File: config.mk
export PLATFORM = sky130hd
export DESIGN_NAME = suspend_resume_power_control
export DESIGN_NICKNAME = d
export VERILOG_FILES = /design/src/core/power_seq_pkg.sv /design/src/core/suspend_resume_power_control.sv /design/src/core/func_clock_gate.sv /design/src/core/port_oc_guard.sv
export SDC_FILE = /design/constraint.sdc
export NUM_CORES = 1
export LEC_CHECK = 0
export BUFFER_PORTS_ARGS = -buffer_cell sky130_fd_sc_hd__buf_2
export CORE_UTILIZATION = 30
export CTS_BUF_LIST = sky130_fd_sc_hd__clkbuf_4
export CTS_CLUSTER_SIZE = 10
export DETAILED_ROUTE_END_ITERATION = 6
export PLACE_DENSITY = 0.59
export SYNTH_ARGS = -nofsm -noshare
export SYNTH_HDL_FRONTEND = slang
export SYNTH_SLANG_ARGS = --single-unit
File: constraint.sdc
create_clock -name ref_clk -period 2.5 [get_ports ref_clk]
set_input_delay 0.125 -clock ref_clk [delete_from_list [all_inputs] [get_ports ref_clk]]
set_output_delay 0.125 -clock ref_clk [all_outputs]
set_load 0.005 [all_outputs]
File: src/core/power_seq_pkg.sv
package power_seq_pkg;

  // timing base
  localparam int unsigned CLK_HZ         = 25_000_000;
  localparam int unsigned REF_HZ         = 12_000_000;
  localparam int unsigned SLOW_HZ        = 100_000;
  localparam int unsigned SLOW_DIV       = CLK_HZ / SLOW_HZ;
  localparam int unsigned SLOW_W         = $clog2(SLOW_DIV);

  // main clock restart after wake, counted in reference edges
  localparam int unsigned LOCK_US        = 50;
  localparam int unsigned LOCK_EDGES     = (REF_HZ / 1_000_000) * LOCK_US;
  localparam int unsigned LOCK_W         = $clog2(LOCK_EDGES + 1);

  // overcurrent filters
  localparam int unsigned OC_FILT_MS     = 10;
  localparam int unsigned OC_FILT_CYC    = (CLK_HZ / 1000) * OC_FILT_MS;
  localparam int unsigned AN_DEGLITCH_US = 1;
  localparam int unsigned AN_CYC         = (CLK_HZ / 1_000_000) * AN_DEGLITCH_US;

  // power-down control word layout and reset value
  localparam int unsigned PDC_CLKOFF_LSB = 16;
  localparam int unsigned PDC_CLKOFF_MSB = 31;
  localparam int unsigned PDC_BLK_MSB    = 15;
  localparam logic [31:0] PDC_RESET      = 32'h03e8_1ba0;

  // mode control word: this bit high selects the digital overcurrent scheme
  localparam int unsigned HWM_OC_DIG_BIT = 15;

  localparam int unsigned N_FUNC_CLK     = 3;
  localparam int unsigned N_PORTS        = 3;

  typedef enum logic [1:0] {st_normal, st_suspend, st_resume} pwr_state_type;

  typedef struct packed {
    logic connect_change;
    logic chip_select;
    logic wake_low;
  } wake_event_type;

endpackage

File: src/core/suspend_resume_power_control.sv
`timescale 1ns/10ps
`default_nettype none
module suspend_resume_power_control
  import power_seq_pkg::*;
#(
  parameter int unsigned PORTS    = N_PORTS,
  parameter int unsigned FILT_CYC = OC_FILT_CYC
) (
  // clock, reset, enable
  input  wire logic             ref_clk,
  input  wire logic             nrst,
  input  wire logic             clk_en,
  // reference for the functional clocks
  input  wire logic             ref_clock_input,
  // sleep/wake pin
  input  wire logic             sleep_wake_in,
  output logic                  sleep_wake_out,
  output logic                  sleep_wake_oe_n,
  // wake sources
  input  wire logic             connect_change,
  input  wire logic             chip_select_low,
  // software control
  input  wire logic             host_run,
  input  wire logic             suspend_req,
  input  wire logic [31:0]      power_down_ctrl,
  input  wire logic [31:0]      hw_mode_ctrl,
  input  wire logic             clocks_ready_clear,
  // status
  output logic                  suspended,
  output logic                  clocks_ready_irq,
  output logic [N_FUNC_CLK-1:0] func_clk_run,
  output logic [PDC_BLK_MSB:0]  block_enable,
  // port power
  input  wire logic [PORTS-1:0] port_power_req,
  input  wire logic [PORTS-1:0] overcurrent_input_low,
  input  wire logic [PORTS-1:0] analog_oc_trip,
  output logic [PORTS-1:0]      port_power_enable_low,
  output logic [PORTS-1:0]      oc_status
);

  localparam int unsigned CW = PDC_CLKOFF_MSB - PDC_CLKOFF_LSB + 1;

  typedef struct packed {
    pwr_state_type         state;
    logic [SLOW_W-1:0]     slow_cnt;
    logic                  slow_tick;
    logic [CW-1:0]         clkoff;
    wake_event_type        pend;
    logic                  lock_d;
    logic                  irq;
    logic [PDC_BLK_MSB:0]  blk_en;
    logic                  oe_n;
  } seq_state_type;

  seq_state_type  r;
  seq_state_type  n;
  wake_event_type ev;
  logic           locked;

  assign ev.connect_change = connect_change;
  assign ev.chip_select    = !chip_select_low;
  assign ev.wake_low       = !sleep_wake_in;

  always_comb begin
    n           = r;
    n.slow_tick = 1'b0;
    // always-on slow tick; the only timebase alive in suspend
    if (r.slow_cnt == SLOW_W'(SLOW_DIV - 1)) begin
      n.slow_cnt  = '0;
      n.slow_tick = 1'b1;
    end else begin
      n.slow_cnt = r.slow_cnt + SLOW_W'(1);
    end

    unique case (r.state)
      st_normal: begin
        n.pend = '0;
        if (suspend_req && !host_run) begin
          n.state = st_suspend;
        end
      end
      st_suspend: begin
        // connect and chip-select pulses are held so a tick between them cannot miss them
        n.pend.connect_change = r.pend.connect_change | ev.connect_change;
        n.pend.chip_select    = r.pend.chip_select | ev.chip_select;
        n.pend.wake_low       = ev.wake_low;
        // two samples low, so a one-cycle glitch on the pin cannot wake
        if (r.slow_tick && (r.pend.connect_change || r.pend.chip_select
                            || (r.pend.wake_low && ev.wake_low))) begin
          n.state  = st_resume;
          n.clkoff = power_down_ctrl[PDC_CLKOFF_MSB:PDC_CLKOFF_LSB];
          n.pend   = '0;
        end
      end
      st_resume: begin
        if (host_run) begin
          n.state = st_normal;
        end else if (r.slow_tick) begin
          // one slow tick per count: 16 bits reach well past 500 ms
          if (r.clkoff == '0) begin
            n.state = st_suspend;
          end else begin
            n.clkoff = r.clkoff - CW'(1);
          end
        end
      end
    endcase

    // set beats clear when both land together
    n.lock_d = locked;
    if (locked && !r.lock_d) begin
      n.irq = 1'b1;
    end else if (clocks_ready_clear) begin
      n.irq = 1'b0;
    end

    n.blk_en = locked ? ~power_down_ctrl[PDC_BLK_MSB:0] : '0;
    n.oe_n   = (n.state == st_suspend);
  end

  always_ff @(posedge ref_clk or negedge nrst) begin
    if (!nrst) begin
      r        <= '0;
      r.state  <= st_normal;
      r.clkoff <= PDC_RESET[PDC_CLKOFF_MSB:PDC_CLKOFF_LSB];
    end else if (clk_en) begin
      r <= n;
    end
  end

  // main clocks stop in suspend and relock after wake, inside the irq budget
  func_clock_gate #(
    .N_CLK (N_FUNC_CLK)
  ) u_clk (
    .ref_clk         (ref_clk),
    .nrst            (nrst),
    .clk_en          (clk_en),
    .run             (r.state != st_suspend),
    .ref_clock_input (ref_clock_input),
    .locked          (locked),
    .func_clk_run    (func_clk_run)
  );

  port_oc_guard #(
    .PORTS    (PORTS),
    .FILT_CYC (FILT_CYC)
  ) u_oc (
    .ref_clk               (ref_clk),
    .nrst                  (nrst),
    .clk_en                (clk_en),
    .digital_mode          (hw_mode_ctrl[HWM_OC_DIG_BIT]),
    .power_req             (port_power_req),
    .overcurrent_input_low (overcurrent_input_low),
    .analog_oc_trip        (analog_oc_trip),
    .port_power_enable_low (port_power_enable_low),
    .oc_status             (oc_status)
  );

  // awake drives the line low; suspend leaves it to the pull-up
  assign sleep_wake_out   = 1'b0;
  assign sleep_wake_oe_n  = r.oe_n;
  // wake-to-suspend time is the slow window set by the clock-off count
  assign suspended        = (r.state == st_suspend);
  assign clocks_ready_irq = r.irq;
  assign block_enable     = r.blk_en;

endmodule
`default_nettype wire

File: src/core/func_clock_gate.sv
`timescale 1ns/10ps
`default_nettype none
module func_clock_gate
  import power_seq_pkg::*;
#(
  parameter int unsigned N_CLK = N_FUNC_CLK
) (
  // clock and reset
  input  wire logic             ref_clk,
  input  wire logic             nrst,
  input  wire logic             clk_en,
  // control
  input  wire logic             run,
  input  wire logic             ref_clock_input,
  // status
  output logic                  locked,
  output logic [N_CLK-1:0]      func_clk_run
);

  typedef struct packed {
    logic              ref_d;
    logic [LOCK_W-1:0] edges;
    logic              locked;
    logic [N_CLK-1:0]  clk_run;
  } gate_state_type;

  gate_state_type r;
  gate_state_type n;

  always_comb begin
    n       = r;
    n.ref_d = ref_clock_input;
    if (!run) begin
      // stopped clocks must relock from scratch
      n.edges  = '0;
      n.locked = 1'b0;
    end else if (!r.locked && ref_clock_input && !r.ref_d) begin
      if (r.edges == LOCK_W'(LOCK_EDGES - 1)) begin
        n.locked = 1'b1;
      end
      n.edges = r.edges + LOCK_W'(1);
    end
    for (int i = 0; i < N_CLK; i++) begin
      n.clk_run[i] = n.locked;
    end
  end

  always_ff @(posedge ref_clk or negedge nrst) begin
    if (!nrst) begin
      r <= '0;
    end else if (clk_en) begin
      r <= n;
    end
  end

  assign locked       = r.locked;
  assign func_clk_run = r.clk_run;

endmodule
`default_nettype wire

File: src/core/port_oc_guard.sv
`timescale 1ns/10ps
`default_nettype none
module port_oc_guard
  import power_seq_pkg::*;
#(
  parameter int unsigned PORTS    = N_PORTS,
  parameter int unsigned FILT_CYC = OC_FILT_CYC
) (
  // clock and reset
  input  wire logic             ref_clk,
  input  wire logic             nrst,
  input  wire logic             clk_en,
  // mode and requests
  input  wire logic             digital_mode,
  input  wire logic [PORTS-1:0] power_req,
  // switch side
  input  wire logic [PORTS-1:0] overcurrent_input_low,
  input  wire logic [PORTS-1:0] analog_oc_trip,
  output logic [PORTS-1:0]      port_power_enable_low,
  output logic [PORTS-1:0]      oc_status
);

  // wide enough for whichever filter is longer
  localparam int unsigned FW = $clog2(((FILT_CYC > AN_CYC) ? FILT_CYC : AN_CYC) + 1);

  typedef struct packed {
    logic [PORTS-1:0][FW-1:0] cnt;
    logic [PORTS-1:0]         trip;
    logic [PORTS-1:0]         pwr_low;
  } guard_state_type;

  guard_state_type r;
  guard_state_type n;

  always_comb begin
    logic          hit;
    logic [FW-1:0] lim;
    hit = 1'b0;
    lim = '0;
    n   = r;
    for (int p = 0; p < PORTS; p++) begin
      hit = digital_mode ? !overcurrent_input_low[p] : analog_oc_trip[p];
      // inrush shorter than the filter never trips the port
      lim = digital_mode ? FW'(FILT_CYC - 1) : FW'(AN_CYC - 1);
      if (!hit) begin
        n.cnt[p] = '0;
      end else if (r.cnt[p] >= lim) begin
        n.trip[p] = 1'b1;
      end else begin
        n.cnt[p] = r.cnt[p] + FW'(1);
      end
      // trip holds while requested; once the request drops it clears when the raw hit goes away
      if (!power_req[p] && !n.trip[p]) begin
        n.trip[p] = 1'b0;
      end else if (!power_req[p]) begin
        n.trip[p] = hit;
      end
      n.pwr_low[p] = !(power_req[p] && !n.trip[p]);
    end
  end

  always_ff @(posedge ref_clk or negedge nrst) begin
    if (!nrst) begin
      r         <= '0;
      r.pwr_low <= '1;
    end else if (clk_en) begin
      r <= n;
    end
  end

  assign port_power_enable_low = r.pwr_low;
  assign oc_status             = r.trip;

endmodule
`default_nettype wire

==> results of run 1 <==
[layer usage]
metal | up-vias | track usage | wire [um]
met5 | - | 0 | 0
met4 | 0 | 0.0522 | 221
met3 | 14 | 0.0234 | 340
met2 | 65 | 0.248 | 8570
met1 | 3157 | 0.187 | 8470
li1 | 3291 | - | -
[final timing paths]
kind                                                              to  slack [ns]
setup / recovery                              u_oc.r[35]$_DFFE_PN0P_        0.02
hold / removal                         u_oc.oc_status[1]$_DFFE_PN0P_        0.03
setup reg to reg                              u_oc.r[35]$_DFFE_PN0P_        0.02
hold reg to reg            u_oc.port_power_enable_low[0]$_DFFE_PN1P_        0.49
max in group asynchronous                      u_oc.r[7]$_DFFE_PN0P_        0.80
min in group asynchronous                     u_oc.r[59]$_DFFE_PN0P_        0.53
[registers in the layout, indices dropped and copies added, names as in the netlist]
name and cells:
r 31, u_oc.port_power_enable_low 3, u_oc.oc_status 3, u_clk.r 11, block_enable 16, u_oc.r 54, clocks_ready_irq 1, sleep_wake_oe_n 1
u_clk.locked 1
[final cells by class]
cell class                 instances  area [um2]
inverter                          47         180
antenna                            1        2.50
sequential                       121        3040
tap                              319         399
clock buffer                      17         128
multi-input combinational        604        4010
fill                            2396       14400
timing repair buffer             189        1420
clock inverter                    15         145
[cells by family (layout without fill, tap and decap cells)]
family,Yosys count,count (layout),share of synthesized area
buf+inv,103,268,0.0676
fa+ha+maj,40,40,0.0683
other cells,1,2,0.000512
compound gates,231,231,0.199
flops,121,121,0.415
xor+xnor,20,20,0.0239
mux,4,4,0.00581
simple gates,308,308,0.220
[power by group]
part	leakage (nW)	total [mW]	switching (mW)	internal (mW)
sequential	1.59	2.40	0.230	2.17
clock	0.135	1.39	0.874	0.511
combinational	2.30	1.13	0.591	0.534
[worst max-delay path: cells and delay by family, from the launching register on]
kind	cells	cell delay, ns
compound gates	3	0.53
flops	1	0.42
simple gates	3	1.26
fa+ha+maj	1	0.19
[synthesized netlist by cell type, types with 5 or more instances]
library cell | number | area [um2]
dfstp_2 | 9 | 236
nand3_1 | 29 | 145
nand2b_1 | 9 | 56.3
inv_1 | 46 | 173
a21oi_1 | 57 | 285
o21ai_0 | 83 | 415
nand4_1 | 15 | 93.8
nor4_1 | 6 | 37.5
or3_1 | 26 | 163
o211ai_1 | 16 | 120
a21o_1 | 10 | 75.1
clkbuf_1 | 27 | 101
xor2_1 | 18 | 158
nor3_1 | 20 | 100
or4_1 | 12 | 90.1
nor2b_1 | 5 | 31.3
buf_4 | 27 | 203
and2_1 | 5 | 31.3
ha_1 | 40 | 500
nor2_1 | 64 | 240
dfrtp_1 | 112 | 2800
a21boi_0 | 5 | 37.5
o2111ai_1 | 6 | 52.6
nand3b_1 | 19 | 143
and3_1 | 10 | 62.6
nand2_1 | 71 | 267
o31ai_1 | 5 | 37.5
[stage by stage]
step	instances	setup TNS [ns]	setup slack [ns]	utilization	cell area [um2]
6_report	1313	0	0.0226	0.394	9320
3_5_place_dp	1225	-1.26	-0.129	0.354	8380
5_1_grt	1313	-0.181	-0.0696	0.394	9320
2_1_floorplan	828	-2.36	-0.217	-	7440
4_1_cts	1304	0	0.00183	0.386	9130
3_3_place_gp	1225	-0.508	-0.0595	0.354	8380
[what timing repair did]
item | CTS | global route
endpoints found under the setup margin | 2 | 29
gates resized for setup | 1 | 34
pin swaps | 1 | 18
endpoints found under the hold margin | 157 | 1
hold buffers | 46 | 1
setup buffers | 1 | 8
==> results_dict.tcl, run 1 <==
set metrics [dict create \
    status "finished, final reports clean" \
    critPathKind "flop to flop" \
    fp.coreArea_um2 23700 \
    wl_um 17600 \
    wl_per_cell_um 13.4 \
    drcViolationCount 0 \
    hpwl_um 12000 \
    clock.fmax_ghz 0.404 \
    synthFlopType "dfrtp_1" \
    cts_tree "yes" \
    clk-insertion-delay-late_ns 0.56 \
    syn_avg_cell_area_um2 8.85 \
    fin_crit_sh 0.991 \
    drive_gt1_frac 0.232 \
    power.leakage_nw 4.03 \
    holdCritPathClass "primary input to flop" \
    syn_inst 828 \
    powerDensity_nw_per_um2 527 \
    htree_levels 4 \
    r2r-start "u_oc.r[31]$_DFFE_PN0P_" \
    layout.nets 1103 \
    slowest_delay_ns 0.53 \
    reg2regPathDepth 7 \
    slowest_stage "or4b_4" \
    ant_nets 0 \
    hold_viol 0 \
    rsz0062_at_grt "yes" \
    final_cell_mix "dfrtp_1, o21ai_0, buf_2" \
    yosys_warnings 0 \
    syn_area_um2 7320 \
    worstMarginPinSlew_ns 1.05 \
    crit_start "u_oc.r[31]$_DFFE_PN0P_" \
    grt.overflow.total 0 \
    drv_cap 0 \
    totalPowerFinal_mw 4.91 \
    start_util 0.309 \
    finClkSkew_ns 0.0203 \
    vias 6527 \
    yosysSeqAreaShare 0.415 \
    first_pass_iters 4 \
    clkTransAtPathRegs_ns 0.12 \
    fp.dieH_um 158 \
    io_pins 112 \
    crit_required_ns 2.98 \
    grt_antenna_before_repair 1 \
    grt_usage 0.146 \
    start_kind "flop" \
    fp.dieW_um 158 \
    slew_violations 0 \
    crit_arrival_ns 2.96 \
    clockBufferDepth 2 \
    die_area_um2 25000 \
    syn_nets 951 \
    port-buffer-count 79 \
    path_max_fanout 6 \
    synth_edf_count 0 \
    grt_max_degree 68 \
    hp-start "analog_oc_trip[1]" \
    num_rows 56 \
    synth.ff_latch_count 121 \
    endpoint_kind "flop" \
    min_path_cells 4 \
    area_delta_synth_final_pct 27.3 \
    holdWs_ns 0.0305 \
    cts_buffers 17 \
    layout_commonest_cell "dfrtp_1" \
    drt_iter0_markers 350 \
    relSlewSlack 0.297 \
    async_reset_ff_frac 1.00 \
    routabilityCongestion 0.781 \
    grt_pass1_vias 6186 \
    setup_viol 0 \
    root_buffer "clkbuf_4" \
    crit_path_cell_trace "ha_2 > or3_4 > or4b_4 > a21oi_4 > o2111ai_4 > or3_1 > a21oi_1" \
    period_minus_slack_ns 2.48 \
    cts.sinks 121 \
    vdd_ir_drop_max_mv 0.323 \
    grt_pass1_wl_um 29300 \
    viasPerCell 4.97 \
    yosysUniqueCellTypes 74 \
]
No activity file was read; power rests on OpenSTA's default activity.
==> run 2: changes to the inputs <==
- ABC_AREA: unset -> 1
==> results_dict.tcl, run 2 <==
set metrics [dict create \
    power.leakage_nw 4.81 \
    largest_reg_flops 54 \
    start_kind "flop" \
    setup_viol 0 \
    critPathKind "flop to flop" \
    slew_violations 0 \
    endpoint_kind "flop" \
    async_reset_ff_frac 1.00 \
    num_rows 60 \
    totalPowerFinal_mw 6.03 \
    cts_tree "yes" \
    clkTransAtPathRegs_ns 0.13 \
    vias 7472 \
    ys_top_cells_by_count "nand2_1, nor2_1, dfrtp_1, inv_1, nand3_1" \
    first_pass_iters 5 \
    wl_um 19500 \
    synth.top_cell.area_share 0.337 \
    period_minus_slack_ns 2.22 \
    layout.nets 1388 \
    clock.fmax_ghz 0.451 \
    clk-insertion-delay-late_ns 0.58 \
    powerDensity_nw_per_um2 618 \
    instances_no_fill 1652 \
    root_buffer "clkbuf_4" \
    fp.coreArea_um2 27100 \
    post-place-ws_ns 0.325 \
    synth.top_cells.by_area "dfrtp_1, nand2_1, nor2_1, ha_1, nand3_1" \
    power_frac_comb 0.337 \
    io_pins 112 \
    synth.ff_latch_count 121 \
    r2r-start "u_oc.r[56]$_DFFE_PN0P_" \
    drive_gt1_frac 0.162 \
    viasPerCell 4.52 \
    regMostFlops "u_oc.r" \
    yosys_warnings 0 \
    p_switching_mw 2.38 \
    status "finished, final reports clean" \
    wl_per_cell_um 11.8 \
    slowest_delay_ns 0.55 \
    intPower_mw 3.65 \
    fp.dieW_um 169 \
    yosysSeqAreaShare 0.365 \
    final_cell_mix "nand2_1, nor2_1, dfrtp_1" \
    clockPowerShare 0.247 \
    synthFlopType "dfrtp_1" \
    grt_max_degree 53 \
    switching_share 0.394 \
    cpLargestDelayFamily "simple AND/OR/NAND/NOR gates" \
    drcViolationCount 0 \
    yosysUniqueCellTypes 44 \
    crit_start "u_oc.r[56]$_DFFE_PN0P_" \
    hold_viol 0 \
    hpwl_um 13300 \
    grt_usage 0.148 \
    drv_cap 0 \
    seqPwrFrac 0.416 \
    syn_nets 1277 \
    cts_setup_buffers 0 \
    multi_input_area_um2 4490 \
    vdd_ir_drop_max_mv 0.265 \
    yosysMostFrequentCell "nand2_1" \
    hp-start "overcurrent_input_low[0]" \
    ant_nets 0 \
    cts_buffers 17 \
    worstMarginPinSlew_ns 0.563 \
    clockBufferDepth 2 \
    die_area_um2 28400 \
    start_util 0.307 \
    grt_antenna_before_repair 1 \
    path_max_fanout 6 \
    relSlewSlack 0.624 \
    syn_avg_cell_area_um2 7.21 \
    htree_levels 4 \
    final.setup.worst_slack_ns 0.281 \
    fin_crit_sh 0.888 \
    port-buffer-count 79 \
    area_delta_synth_final_pct 17.4 \
    crit_required_ns 3.01 \
    cts.sinks 121 \
    dp.cells 1566 \
    grt_pass1_vias 7285 \
    synth_edf_count 0 \
    holdCritPathClass "primary input to flop" \
    syn_area_um2 8320 \
    cp.buffers_inverters 2 \
    drt_iter0_markers 459 \
    fillers 2849 \
    crit_arrival_ns 2.73 \
    r2r_slack_ns 0.28 \
    tns_ns 0 \
    crit_path_cell_trace "ha_1 > nand2_1 > nor2_1 > inv_1 > nor2_1 > nand3_1 > nand3_1 > nand2_2 > a21oi_1 > dlygate4sd3_1" \
    layout_commonest_cell "nand2_1" \
    syn_inst 1154 \
    yosys.area.top_type "dfrtp_1" \
    regArea_um2 3040 \
    slowest_stage "dlygate4sd3_1" \
    finClkSkew_ns 0.0239 \
    grt.overflow.total 0 \
    grt_pass1_wl_um 34200 \
    routabilityCongestion 0.847 \
    rsz0062_at_grt "no" \
    fp.dieH_um 169 \
]
[run 2: changes by cell type after synthesis, moves of 16 or more]
cell / delta
nand2_1: +286
nor2_1: +72
nand3_1: +54
inv_1: +49
a21oi_1: -32
or3_1: -26
clkbuf_1: -21
o21ai_0: -20
o211ai_1: -16
[run 2: what timing repair did]
item                                   4_1_cts  5_1_grt
resized for setup                            0        0
setup endpoints to repair                    0        0
hold buffers                                52        0
endpoints found under the hold margin      162        0
[run 2: cell families (layout without fill, tap and decap cells)]
group                    count (synthesis)  count (layout)  synth area share
flip-flops                             121             121             0.365
adder cells (fa/ha/maj)                 40              40            0.0602
AO/OA/AOI/OAI                          121             121            0.0850
AND/OR/NAND/NOR                        670             670             0.350
other                                    1               3          0.000451
multiplexers                             1               1           0.00120
buffers and inverters                  159             283            0.0951
XOR/XNOR                                41              41            0.0432
[run 2: cell type report]
class                      count  area share
inverter                     102      0.0395
tap                          372      0.0476
sequential                   121       0.311
multi-input combinational    874       0.460
clock buffer                  17      0.0131
antenna                        2    0.000512
clock inverter                15      0.0168
timing repair buffer         149       0.112
[run 2: worst min-delay path, stage by stage]
cell      delay [ns]
buf_2           0.09
o21ai_2         0.06
buf_4           0.15
nand2_1         0.05
nand3b_1        0.09
nand2_1         0.05
[run 2: worst paths after layout]
check,to,cells past startpoint
max,u_oc.oc_status[2]$_DFFE_PN0P_,10
max reg2reg,u_oc.oc_status[2]$_DFFE_PN0P_,10
min reg2reg,clocks_ready_irq$_DFFE_PN0P_,1
min in group asynchronous,u_clk.r[10]$_DFFE_PN0P_,3
min,u_oc.r[7]$_DFFE_PN0P_,6
max in group asynchronous,u_oc.port_power_enable_low[1]$_DFFE_PN1P_,4
[run 2: metal layers]
| metal | vias to the layer above | share of wire | track usage |
|---|---|---|---|
| met5 | - | 0 | 0 |
| met4 | 0 | 0.012 | 0.0415 |
| met3 | 16 | 0.027 | 0.0311 |
| met2 | 92 | 0.48 | 0.255 |
| met1 | 3478 | 0.48 | 0.185 |
| li1 | 3886 | - | - |
[run 2: power groups by stage]
stage               clock (mW)  combinational (mW)  sequential [mW]
finish                    1.49                2.04             2.51
global route              1.64                2.35             2.55
CTS                       1.56                2.06             2.51
detailed placement           0                1.98             2.54
global placement             0                1.95             2.54
floorplan                    0                1.56             2.48
[run 2: per-stage QoR]
stage / utilization / instance area (um2) / hold WS, ns
after global routing: 0.360 / 9770 / 0.0215
after global placement: 0.330 / 8940 / 0.0648
after detailed placement: 0.330 / 8940 / 0.0646
after CTS: 0.360 / 9760 / 0.00571
after floorplan: - / 8320 / -0.171
final: 0.360 / 9770 / 0.0621
==> run 3: changes to the inputs <==
- ABC_AREA: 1 -> 0
- CORE_UTILIZATION: 30 -> 54
- PLACE_DENSITY: 0.59 -> 0.89
==> results_dict.tcl, run 3 (synthesized netlist as in run 1, its figures left out) <==
set metrics [dict create \
    worstMarginPinSlew_ns 1.02 \
    io_pins 112 \
    clkTransAtPathRegs_ns 0.13 \
    dr_wl_met3_um 997 \
    root_buffer "clkbuf_4" \
    reg2regPathDepth 8 \
    ant_nets 0 \
    post-place-ws_ns -0.115 \
    drv_cap 0 \
    grt.overflow.total 0 \
    crit_end "u_oc.r[40]$_DFFE_PN0P_" \
    cts.sinks 121 \
    dp.cells 1075 \
    crit_arrival_ns 2.98 \
    placed_area_um2 8110 \
    cts_tree "yes" \
    instances_no_fill 1162 \
    endpoint_kind "flop" \
    worstReg2RegEnd "u_oc.r[40]$_DFFE_PN0P_" \
    num_rows 42 \
    clk-insertion-delay-late_ns 0.56 \
    fillers 974 \
    critPathKind "flop to flop" \
    powerDensity_nw_per_um2 530 \
    layout.nets 1096 \
    viasPerCell 5.99 \
    wl_um 18400 \
    clockBufferDepth 2 \
    grt_pass1_vias 6817 \
    fp.dieH_um 118 \
    wl_met1_um 7540 \
    fp.coreArea_um2 13200 \
    drt_iter0_markers 508 \
    die_area_um2 14000 \
    design_area_um2 9060 \
    start_util 0.553 \
    slew_violations 0 \
    largest_reg_flops 54 \
    crit_start "u_oc.r[36]$_DFFE_PN0P_" \
    first_pass_iters 5 \
    wl_per_cell_um 15.8 \
    grt_usage 0.264 \
    grt_antenna_before_repair 0 \
    path_max_fanout 7 \
    rsz0062_at_grt "yes" \
    p_switching_mw 1.71 \
    setup_viol 0 \
    met2WireLength_um 9300 \
    hpwl_um 11400 \
    regMostFlops "u_oc.r" \
    final_cell_mix "dfrtp_1, o21ai_0, buf_2" \
    vdd_ir_drop_max_mv 0.319 \
    r2r-start "u_oc.r[36]$_DFFE_PN0P_" \
    period_minus_slack_ns 2.49 \
    htree_levels 4 \
    regArea_um2 3040 \
    vias 6962 \
    clock.fmax_ghz 0.402 \
    holdWs_ns 0.0666 \
    start_kind "flop" \
    status "finished, final reports clean" \
    clockPowerShare 0.262 \
    routabilityCongestion 0.811 \
    layout_commonest_cell "dfrtp_1" \
    area_delta_synth_final_pct 23.6 \
    drcViolationCount 0 \
    port-buffer-count 79 \
    finClkSkew_ns 0.0202 \
    crit_required_ns 2.99 \
    fin_crit_sh 0.995 \
    totalPowerFinal_mw 4.80 \
    relSlewSlack 0.316 \
    holdCritPathClass "primary input to flop" \
    diodes 0 \
    power.leakage_nw 3.97 \
    r2r_slack_ns 0.01 \
    top_layer_used "met4" \
    switching_share 0.357 \
    multi_input_area_um2 4040 \
    fp.dieW_um 118 \
    hold_viol 0 \
    final.setup.worst_slack_ns 0.0113 \
    intPower_mw 3.09 \
    drive_gt1_frac 0.237 \
    grt_pass1_wl_um 30300 \
    seqPwrFrac 0.505 \
    cts_buffers 17 \
    grt_max_degree 67 \
    power_frac_comb 0.233 \
]
-- run 3: cell count changes in the layout (fill, tap and decap cells not counted), moves of 23 or more --
cell	previous run	this run
inv_1	95	44
nand3_1	83	28
buf_4	16	51
nor2_1	136	63
or3_1	0	23
nand2_1	357	71
-- run 3: power groups by stage --
stage | combinational [mW] | clock [mW] | sequential (mW)
detailed placement | 0.959 | 0 | 2.44
finish | 1.12 | 1.26 | 2.42
CTS | 1.02 | 1.29 | 2.41
floorplan | 0.634 | 0 | 2.39
global placement | 0.901 | 0 | 2.43
global route | 1.25 | 1.37 | 2.46
-- run 3: area by class of cell --
class                           instances  share of cell area
Clock buffer                           17              0.0141
Clock inverter                         15              0.0131
Inverter                               47              0.0199
Multi-Input combinational cell        604               0.446
Sequential cell                       121               0.336
Tap cell                              176              0.0243
Timing Repair Buffer                  182               0.147
-- run 3: metal layers --
layer | track usage | vias up
li1 | - | 3290
met3 | 0.0502 | 52
met2 | 0.443 | 265
met1 | 0.323 | 3355
met4 | 0.137 | 0
met5 | 0 | -
-- run 3: critical path, cell delays in order (launching register included) --
cell and delay, ns:
dfrtp_1 0.46, ha_1 0.31, o21ai_0 0.08, a21oi_1 0.11, or4b_4 0.50, a21oi_4 0.22
o21ai_4 0.12, or4b_4 0.49, a21oi_2 0.14
-- run 3: how the worst min path moves through the flow --
stage / start / slack [ns] / cells after the start / endpoint
floorplan: nrst / -0.17 / 0 / block_enable[0]$_DFFE_PN0P_
global placement: nrst / 0.05 / 1 / block_enable[15]$_DFFE_PN0P_
detailed placement: nrst / 0.05 / 1 / block_enable[14]$_DFFE_PN0P_
CTS: analog_oc_trip[0] / 0.009 / 4 / u_oc.oc_status[0]$_DFFE_PN0P_
global route: analog_oc_trip[0] / 0.03 / 4 / u_oc.oc_status[0]$_DFFE_PN0P_
finish: host_run / 0.07 / 5 / sleep_wake_oe_n$_DFFE_PN0P_
-- run 3: metrics by stage --
| step | utilization | setup TNS (ns) |
|---|---|---|
| global placement | 0.613 | -0.0247 |
| global route | 0.684 | -0.656 |
| finish | 0.684 | 0 |
| CTS | 0.667 | 0 |
| floorplan | - | -2.36 |
| detailed placement | 0.613 | -0.377 |
-- run 3: timing repair --
| action | CTS | global route |
|---|---|---|
| hold buffers | 45 | 0 |
| hold endpoints to repair | 155 | 0 |
| gates cloned | 0 | 2 |
| setup endpoints to repair | 1 | 31 |
| buffers inserted | 1 | 8 |
| resized for setup | 2 | 37 |
| pin swaps | 3 | 20 |
